File: config.mk
export PLATFORM = sky130hd
export DESIGN_NAME = lpp_sleep_ctrl
export DESIGN_NICKNAME = d
export VERILOG_FILES = /design/src/core/lpp_pkg.sv /design/src/core/lpp_probe_pin.sv /design/src/core/lpp_sleep_ctrl.sv
export VERILOG_INCLUDE_DIRS = /design/src /design/src/core
export SDC_FILE = /design/constraint.sdc
export NUM_CORES = 1
export LEC_CHECK = 0
export BUFFER_PORTS_ARGS = -buffer_cell sky130_fd_sc_hd__clkbuf_2
export CORE_MARGIN = 2
export CORE_UTILIZATION = 53
export CTS_CLUSTER_DIAMETER = 40
export DETAILED_ROUTE_END_ITERATION = 10
export PLACE_DENSITY = 0.81
export SYNTH_ARGS = -nofsm -noshare
export SYNTH_HDL_FRONTEND = slang
export SYNTH_SLANG_ARGS = --single-unit
File: constraint.sdc
create_clock -name mclk -period 5.15 [get_ports mclk]
set_clock_uncertainty 0.05 [all_clocks]
set_input_delay 0.2575 -clock mclk [delete_from_list [all_inputs] [get_ports mclk]]
set_output_delay 0.2575 -clock mclk [all_outputs]
set_load 0.005 [all_outputs]
File: src/core/lpp_defs.svh
// Constants for the sleep-mode sequencer and probe pins
`ifndef LPP_DEFS_SVH
`define LPP_DEFS_SVH

`define LPP_CLK_PERIOD_PS 5000
`define LPP_ENTRY_NS 800
`define LPP_EXIT_US 200
// Least times round up to whole cycles
`define LPP_ENTRY_CYC ((`LPP_ENTRY_NS * 1000 + `LPP_CLK_PERIOD_PS - 1) / `LPP_CLK_PERIOD_PS)
`define LPP_EXIT_CYC ((`LPP_EXIT_US * 1000000 + `LPP_CLK_PERIOD_PS - 1) / `LPP_CLK_PERIOD_PS)
`define LPP_CNT_W 16
`define LPP_NODE_W 16
`define LPP_SEL_W 4

`endif

File: src/core/lpp_pkg.sv
// Types shared by the sleep-mode sequencer and probe pins
package lpp_pkg;
	typedef enum logic [1:0] {
		LPP_RUN,
		LPP_ENTERING,
		LPP_SLEEP,
		LPP_WAKING
	} lpp_state_t;

	// Probe pin settings
	typedef struct packed {
		logic enable;
		logic [3:0] sel;
	} lpp_probe_cfg_t;

	// Pad drive of one pin
	typedef struct packed {
		logic out;
		logic oe;
	} lpp_pad_t;
endpackage : lpp_pkg

File: src/core/lpp_probe_pin.sv
// One probe pin: node selector or plain user I/O
`timescale 1ns/1ps
`include "lpp_defs.svh"
module lpp_probe_pin (
	// Clock and reset
	input wire logic mclk,
	input wire logic rst_n,
	// Control
	input wire lpp_pkg::lpp_probe_cfg_t cfg,
	input wire logic probe_allowed,
	input wire logic io_active,
	// Internal nodes and user I/O
	input wire logic [`LPP_NODE_W-1:0] nodes,
	input wire logic user_out,
	input wire logic user_oe,
	// Pad drive
	output lpp_pkg::lpp_pad_t pad
);
	// Probe mode only while probing is still allowed
	wire probing = cfg.enable & probe_allowed;
	wire node_bit = nodes[cfg.sel];
	wire out_d = probing ? node_bit : user_out;
	wire oe_d = io_active & (probing | user_oe);

	// Registered pad drive
	always_ff @(posedge mclk) begin
		if (!rst_n) begin
			pad <= '0;
		end else begin
			pad.out <= io_active & out_d;
			pad.oe <= oe_d;
		end
	end
endmodule : lpp_probe_pin

File: src/core/lpp_sleep_ctrl.sv
// Sleep-mode sequencer with two probe pins
`timescale 1ns/1ps
`include "lpp_defs.svh"
module lpp_sleep_ctrl (
	// Clock and reset
	input wire logic mclk,
	input wire logic rst_n,
	// Pin from the outside controller
	input wire logic sleep_request_pin,
	// Probe configuration and permanent lock request
	input wire lpp_pkg::lpp_probe_cfg_t probe_cfg_a,
	input wire lpp_pkg::lpp_probe_cfg_t probe_cfg_b,
	input wire logic probe_lock,
	// Internal nodes and user I/O for probe pins
	input wire logic [`LPP_NODE_W-1:0] nodes,
	input wire logic [1:0] user_out,
	input wire logic [1:0] user_oe,
	// Status and power controls
	output logic core_on,
	output logic io_enable,
	output logic in_buf_on,
	output logic sleeping,
	output logic probe_locked,
	// Probe pads
	output lpp_pkg::lpp_pad_t probe_output_a,
	output lpp_pkg::lpp_pad_t probe_output_b
);
	// Entry and exit delays as whole clock cycles; both fit the counter
	localparam logic [`LPP_CNT_W-1:0] ENTRY_CYC = `LPP_CNT_W'(`LPP_ENTRY_CYC);
	localparam logic [`LPP_CNT_W-1:0] EXIT_CYC = `LPP_CNT_W'(`LPP_EXIT_CYC);

	// Sequencing overview
	//   run       normal operation, pin seen low
	//   entering  pin seen high, entry delay counting, still fully on
	//   sleep     core, input buffers and pads all off
	//   waking    pin seen low, exit delay counting, still fully off
	//
	// The pin passes two flops before the sequencer sees it, so each
	// delay is measured from the synchronised edge. The extra cycles
	// only lengthen both delays, which is the safe direction: the core
	// never stops before the entry delay and never restarts before the
	// exit delay.
	//
	// A request dropped while entering returns to run with nothing shut
	// down, so a glitch on the pin costs no partial power-down.
	// A request raised again while waking goes straight back to sleep;
	// the outputs therefore never come on before a full exit delay of
	// continuously low pin.
	//
	// Limitations
	//   The counter is sized for the exit delay at this clock rate; a
	//   slower clock shortens the counts, a much faster one needs a
	//   wider counter.
	//   The probe lock is held in a flop cleared only by reset; it
	//   stands in for a one-time programmable fuse.

	// Pin synchroniser stages
	logic req_s1_q;
	logic req_s2_q;
	// Sequencer state and delay counter
	lpp_pkg::lpp_state_t state_q;
	lpp_pkg::lpp_state_t state_d;
	logic [`LPP_CNT_W-1:0] cnt_q;
	logic [`LPP_CNT_W-1:0] cnt_d;
	// One-way probe lock
	logic lock_q;

	// True in the states where the device behaves normally
	function automatic logic is_awake(input lpp_pkg::lpp_state_t s);
		return (s == lpp_pkg::LPP_RUN) | (s == lpp_pkg::LPP_ENTERING);
	endfunction : is_awake

	// Two-stage synchroniser for the pin
	always_ff @(posedge mclk) begin
		if (!rst_n) begin
			req_s1_q <= 1'b0;
			req_s2_q <= 1'b0;
		end else begin
			req_s1_q <= sleep_request_pin;
			req_s2_q <= req_s1_q;
		end
	end

	// Delay end points; the counter is zero on entering either timed state
	wire entry_done = (cnt_q == ENTRY_CYC - `LPP_CNT_W'(1));
	wire exit_done = (cnt_q == EXIT_CYC - `LPP_CNT_W'(1));
	// Counter step; never wraps, the longest delay ends well below the top
	wire [`LPP_CNT_W-1:0] cnt_next = cnt_q + `LPP_CNT_W'(1);

	// Next state
	always_comb begin
		state_d = state_q;
		cnt_d = '0;
		unique case (state_q)
			lpp_pkg::LPP_RUN: begin
				if (req_s2_q) begin
					state_d = lpp_pkg::LPP_ENTERING;
				end
			end
			lpp_pkg::LPP_ENTERING: begin
				if (!req_s2_q) begin
					state_d = lpp_pkg::LPP_RUN;
				end else if (entry_done) begin
					state_d = lpp_pkg::LPP_SLEEP;
				end else begin
					cnt_d = cnt_next;
				end
			end
			lpp_pkg::LPP_SLEEP: begin
				if (!req_s2_q) begin
					state_d = lpp_pkg::LPP_WAKING;
				end
			end
			lpp_pkg::LPP_WAKING: begin
				// New request while still off: stay off, restart exit later
				if (req_s2_q) begin
					state_d = lpp_pkg::LPP_SLEEP;
				end else if (exit_done) begin
					state_d = lpp_pkg::LPP_RUN;
				end else begin
					cnt_d = cnt_next;
				end
			end
		endcase
	end

	// State and delay counter
	always_ff @(posedge mclk) begin
		if (!rst_n) begin
			state_q <= lpp_pkg::LPP_RUN;
			cnt_q <= '0;
		end else begin
			state_q <= state_d;
			cnt_q <= cnt_d;
		end
	end

	// Lock survives everything but power-up reset; never cleared by logic
	always_ff @(posedge mclk) begin
		if (!rst_n) begin
			lock_q <= 1'b0;
		end else if (probe_lock) begin
			lock_q <= 1'b1;
		end
	end

	// Awake decode of the next state, so controls change with the state
	wire run_d = is_awake(state_d);

	// Power controls follow the next state; registering the next state
	// keeps these outputs on flops and aligned with the state register
	always_ff @(posedge mclk) begin
		if (!rst_n) begin
			core_on <= 1'b1;
			io_enable <= 1'b1;
			in_buf_on <= 1'b1;
			sleeping <= 1'b0;
			probe_locked <= 1'b0;
		end else begin
			core_on <= run_d;
			io_enable <= run_d;
			in_buf_on <= run_d;
			sleeping <= (state_d == lpp_pkg::LPP_SLEEP);
			probe_locked <= lock_q | probe_lock;
		end
	end

	// Pads follow the current state, so they float one cycle after the
	// core controls drop and drive one cycle after they rise
	wire io_act = is_awake(state_q);

	// Probing is refused from the cycle the lock request is seen
	wire probe_ok = ~(lock_q | probe_lock);

	// Two independent probe pins
	lpp_probe_pin u_probe_a (
		.mclk(mclk),
		.rst_n(rst_n),
		.cfg(probe_cfg_a),
		.probe_allowed(probe_ok),
		.io_active(io_act),
		.nodes(nodes),
		.user_out(user_out[0]),
		.user_oe(user_oe[0]),
		.pad(probe_output_a)
	);

	lpp_probe_pin u_probe_b (
		.mclk(mclk),
		.rst_n(rst_n),
		.cfg(probe_cfg_b),
		.probe_allowed(probe_ok),
		.io_active(io_act),
		.nodes(nodes),
		.user_out(user_out[1]),
		.user_oe(user_oe[1]),
		.pad(probe_output_b)
	);
endmodule : lpp_sleep_ctrl

==> impl_metrics.tcl, run 1 <==
set metrics [dict create \
    yosysUniqueCellTypes 47 \
    num_vias 1317 \
    cts_num_sinks 28 \
    ys_ff_latch 28 \
    drt_wl_total_mm 3.35 \
    core-area_um2 2780 \
    ys_seq_area_share_pct 36.0 \
    cpPeakStageDelay_ns 0.92 \
    crit_fanout 15 \
    path_clk_slew_ns 0.15 \
    finalSetupViolCount 0 \
    fin_nets 221 \
    cts_setup_buffers 0 \
    synth_ff_type "dfxtp_1" \
    end_kind "flop" \
    drc 0 \
    synth_top_area_share_pct 36.0 \
    grt_pass1_vias 1276 \
    viasPerCell 6.10 \
    tightestPinTransition_ns 1.13 \
    leakagePower_nw 0.682 \
    grt_pass1_wl_mm 5.53 \
    reg2reg_setup_slack_ns 2.56 \
    drv_cap 0 \
    start_util_pct 56.0 \
    cts_buffers 3 \
    hold_buffers 0 \
    drtAntennaViolNets 0 \
    synthTopCellsByArea "dfxtp_1 (36%), mux4_2 (12%), a211oi_1 (5.3%)" \
    critical_path_required_ns 5.28 \
    cp_top_family "compound AO/OA/AOI/OAI gates" \
    die_y_um 58.2 \
    post_route_cells_drive_above_1_share_pct 35.7 \
    max-vdd-ir-drop_mv 0.270 \
    synthArstFlopShare_pct 0 \
    grt_max_degree 17 \
    worstPathCellList "ha_1 > and4_1 > nand4_1 > o21ai_1 > a221oi_1" \
    gp_congestion 0.833 \
    synth_edf_count 0 \
    path_buf_inv 0 \
    finalMaxSlewViolations 0 \
    worstSetupPathType "reg2reg" \
    die_w_um 58.2 \
    fmax_mhz 385 \
    seqCellArea_um2 561 \
    area_delta_synth_final_pct 15.0 \
    num_rows 19 \
    cts_tree "built" \
    clockBufferDepth 2 \
    slowest_stage "o21ai_1" \
    antenna_found_initial 0 \
    htree_num_levels 1 \
    avgRoutedWirePerCell_um 15.5 \
    numPortBuffers 42 \
    slew_headroom_pct 24.5 \
    syn_inst 147 \
    hold_path_class "in2reg" \
    crit_path_start_kind "flop" \
    fill_cells 225 \
    num_antenna_cells 0 \
    status "completed" \
    rsz0062_at_grt "no" \
    hold_violations 0 \
    dr.pass1.iters 4 \
    setup_tns_ns 0 \
    final_core_util_pct 64.3 \
    ys_warn_count 0 \
    synth_top_cell_by_area "dfxtp_1" \
    min_period_over_period_pct 50.4 \
    min_period_ns 2.59 \
    syn_nets 182 \
    clockRootBuffer "clkbuf_4" \
    syn_area_um2 1560 \
    dr.first_iter.drc_count 61 \
    ios 43 \
    finalPower_uw 412 \
    cts_resized 0 \
    syn_avg_cell_area_um2 10.6 \
    power.density_nw_per_um2 230 \
    multi_input_area_um2 920 \
    clk-insertion-delay-late_ns 0.33 \
    critPathArrivalTime_ns 2.72 \
    hpwl_mm 2.56 \
    die_area_um2 3390 \
    grt_use_total_pct 21.4 \
    overflow 0 \
]
[layout make-up]
class | count | area share, %
Multi-Input combinational cell | 109 | 51.4
Sequential cell | 28 | 31.3
Timing Repair Buffer | 42 | 11.7
Tap cell | 31 | 2.17
Clock inverter | 1 | 1.68
Clock buffer | 3 | 1.26
Inverter | 2 | 0.420
[layout by cell type (no fill, tap or decap), drive strengths merged, types with 2 or more instances in the layout]
master  count
clkbuf     45
dfxtp      28
a211oi     12
nor2        8
mux4        8
o21ai       8
nand2       8
xnor2       6
nand4       5
xor2        4
nor3b       4
and4        4
and2        4
nor3        3
nand3       3
or3         3
a221oi      3
nor2b       2
inv         2
nand2b      2
a31oi       2
o21a        2
mux2i       2
mux2        2
a311oi      2
[path summary, 6_finish.rpt]
kind,from,end,cells after the start
setup reg to reg,cnt_q[0],cnt_q[11],5
setup / recovery,cnt_q[0],cnt_q[11],5
hold / removal,probe_cfg_b[2],u_probe_b.pad[1],2
hold reg to reg,req_s1_q,req_s2_q,1
[power breakdown]
group / internal (mW) / switching [mW] / total [mW]
Combinational: 0.0269 / 0.0188 / 0.0457
Clock: 0.0788 / 0.0644 / 0.143
Sequential: 0.221 / 0.00209 / 0.223
Total: 0.327 / 0.0852 / 0.412
[layer usage]
| metal | track usage, % | share of wire [%] | vias up |
|---|---|---|---|
| li1 | - | - | 647 |
| met4 | 8.64 | 1.1 | 0 |
| met5 | 0 | 0 | - |
| met2 | 36.7 | 51 | 49 |
| met1 | 27.2 | 43 | 617 |
| met3 | 2.68 | 4.9 | 4 |
[flip-flops by register name, indices dropped and copies added (netlist names)]
register,cells
u_probe_a.pad,2
sleeping,1
probe_locked,1
lock_q,1
u_probe_b.pad,2
state_q,2
cnt_q,16
req_s2_q,1
req_s1_q,1
in_buf_on,1
[Yosys cell counts, types with 2 or more instances]
master and n:
mux2_2 2, nor3b_1 4, nor2b_1 2, o21a_1 2
dfxtp_1 28, nor3_1 3, a311oi_1 2, xor2_1 4
and2_1 2, nand2b_1 2, mux4_2 8, nor2_1 8
or3_1 3, inv_1 2, a31oi_1 2, xnor2_1 6
nand3_1 3, buf_6 3, buf_4 3, nand4_1 4
and4_1 3, o21ai_0 7, a221oi_1 2, and2_2 2
a211oi_1 11, nand2_1 7, mux2i_1 2
[metrics by stage]
stage	instance area, um2	setup WS (ns)	std cells	hold slack, ns
2_1_floorplan	1560	3.33	147	0.314
4_1_cts	1790	2.58	216	0.0610
5_1_grt	1790	2.30	216	0.0509
6_report	1790	2.56	216	0.0645
3_3_place_gp	1740	2.76	212	0.366
3_5_place_dp	1740	2.55	212	0.387
[worst reg2reg max path, stage by stage, from the launching register on]
cell and delay [ns]:
dfxtp_1 0.40, ha_1 0.21, and4_1 0.42, nand4_1 0.21, o21ai_1 0.92, a221oi_1 0.22
[kinds of logic (layout without fill, tap and decap cells)]
group                    count (synthesis)  count (layout)  share of synthesized area, %
AND/OR/NAND/NOR                         51              51                          20.0
AO/OA/AOI/OAI                           35              35                          18.3
multiplexers                            12              12                          14.3
flip-flops                              28              28                          36.0
XOR/XNOR                                10              10                          5.63
adder cells (fa/ha/maj)                  1               1                         0.804
buffers and inverters                   10              48                          4.90
(Power assumes the default switching activity.)
==> inputs of run 2 (changes only) <==
Settings changed: CORE_UTILIZATION 53 to 46, PLACE_DENSITY 0.81 to 0.74.
Clock period 5.15 ns to 2.3 ns, I/O delays scaled along.
==> run 2 against run 1 <==
Compared with the run above: non-clock buffer count grew 9; routed wire length is 3.6% higher; utilization down 7.3 points; cell area grew 4.8%; clock power rose by 63%; final cell count rose by 11%; register-to-register slack got worse by 2.3 ns; die area up 14%; count of clock-buffer cells in the layout increased by 1; critical path depth is 1 higher; maximum frequency grew 27%; first-iteration DRC count grew 11%.
==> impl_metrics.tcl, run 2 (synthesis gave the netlist of run 1 again) <==
set metrics [dict create \
    status "completed" \
    ios 43 \
    p_sw_uw 188 \
    area_delta_synth_final_pct 20.4 \
    tightestPinTransition_ns 0.573 \
    endpoint "cnt_q[13]" \
    swShare_pct 22.2 \
    drt_wl_total_mm 3.48 \
    leakagePower_nw 0.713 \
    crit_path_start_kind "flop" \
    cts_buffers 3 \
    top_register "cnt_q" \
    path_buf_inv 1 \
    hold_buffers 6 \
    grt_pass1_vias 1378 \
    rsz0062_at_grt "no" \
    worstSetupPathType "reg2reg" \
    clockBufferDepth 2 \
    crit_fanout 9 \
    overflow 0 \
    use_met1_pct 23.3 \
    die_y_um 62.2 \
    grt_pass1_wl_mm 6.02 \
    hold_path_class "in2reg" \
    critical_path_required_ns 2.44 \
    drc 0 \
    dr.pass1.iters 4 \
    seqPwrFrac_pct 59.0 \
    num_rows 21 \
    power_frac_comb_pct 13.4 \
    htree_num_levels 1 \
    min_period_over_period_pct 89.2 \
    antenna_found_initial 0 \
    slowest_stage "and4_1" \
    dpl_cell_area_um2 1780 \
    cp_top_family "simple AND/OR/NAND/NOR gates" \
    largest_reg_flops 16 \
    cts_resized 0 \
    final_common_cell "clkbuf_2" \
    gr-max-usage-layer "met2" \
    avgRoutedWirePerCell_um 14.5 \
    r2r_cells 6 \
    min_period_ns 2.05 \
    num_vias 1362 \
    power.density_nw_per_um2 452 \
    finalSetupViolCount 0 \
    path_clk_slew_ns 0.14 \
    hp-start "user_out[1]" \
    cts_tree "built" \
    r2r_start "cnt_q[0]" \
    drtAntennaViolNets 0 \
    cts_num_sinks 28 \
    fin_nets 230 \
    hold_violations 0 \
    stdcell_count 240 \
    grt_use_total_pct 19.1 \
    max-vdd-ir-drop_mv 0.388 \
    layout_common_cells "clkbuf_2 (42), dfxtp_1 (28), a211oi_1 (11), nor2_1 (8), mux4_2 (8)" \
    dr.first_iter.drc_count 68 \
    cp-startpoint "cnt_q[0]" \
    drv_cap 0 \
    post_route_cells_drive_above_1_share_pct 35.6 \
    cell_internal_pwr_uw 659 \
    finalMaxSlewViolations 0 \
    clockPowerShare_pct 27.6 \
    viasPerCell 5.68 \
    slew_headroom_pct 61.7 \
    reg2reg_setup_slack_ns 0.25 \
    numPortBuffers 42 \
    place_inst 230 \
    cts_setup_buffers 0 \
    num_antenna_cells 0 \
    start_util_pct 47.4 \
    end_kind "flop" \
    clockRootBuffer "clkbuf_4" \
    worst-path-stages 6 \
    cpPeakStageDelay_ns 0.43 \
    clk-insertion-delay-late_ns 0.32 \
    grt_util_met2_pct 34.8 \
    grt_max_degree 17 \
    die_w_um 62.2 \
    fmax_mhz 488 \
    hpwl_mm 2.63 \
    core-area_um2 3280 \
    gp_congestion 0.854 \
    worstPathCellList "ha_1 > and4_1 > nand2_4 > o41ai_4 > buf_4 > a221oi_1" \
    setup_tns_ns 0 \
    use_met3_pct 4.17 \
    critPathArrivalTime_ns 2.19 \
    reg2reg_to "cnt_q[13]" \
    fin_area_um2 1870 \
    die_area_um2 3870 \
]
run 2: cell count changes in the layout (fill, tap and decap cells not counted), sizes merged:
cell         previous run  this run
clkbuf                 45        46
buf                     0         3
bufinv                  1         0
dlygate4sd3             0         6
run 2: how the worst min path moves through the flow:
stage	end	slack, ns	cells past startpoint
finish	u_probe_b.pad[1]	0.08	3
global route	u_probe_a.pad[1]	0.06	3
CTS	u_probe_b.pad[1]	0.05	3
detailed placement	req_s1_q	0.28	2
global placement	u_probe_a.pad[1]	0.28	2
floorplan	u_probe_a.pad[1]	0.17	1
run 2: metrics by stage:
stage                     worst slack (ns)  util (%)  hold WS [ns]  power [mW]
after floorplan                      0.478         -         0.172       0.563
after global placement               0.417      54.1         0.277       0.610
after detailed placement             0.305      54.1         0.280       0.615
after CTS                            0.267      57.1        0.0539       0.858
after global routing                 0.149      57.1        0.0558       0.888
final                                0.249      57.1        0.0764       0.847
run 2: worst register-to-register path: stages, from the launching register on:
cell	delay, ns
dfxtp_1	0.41
ha_1	0.22
and4_1	0.43
nand2_4	0.10
o41ai_4	0.37
buf_4	0.24
a221oi_1	0.10
run 2: per-layer routing:
metal,vias to the layer above,wire length [um]
met5,-,0
met4,0,14
met3,2,160
met2,48,1790
met1,647,1510
li1,665,-
run 2: power groups by stage:
stage / Combinational (mW) / Sequential [mW] / Clock, mW
2_1_floorplan: 0.0526 / 0.510 / 0
3_3_place_gp: 0.0999 / 0.510 / 0
3_5_place_dp: 0.106 / 0.510 / 0
4_1_cts: 0.114 / 0.500 / 0.244
5_1_grt: 0.123 / 0.501 / 0.264
6_report: 0.114 / 0.500 / 0.233
run 2: layout make-up:
cell class | count | area (um2)
clock buffers | 4 | 36.3
fillers | 288 | 1410
flip-flops and latches | 28 | 561
inverters | 2 | 7.51
repair buffers | 51 | 293
multi-input cells | 109 | 920
well taps | 46 | 57.6
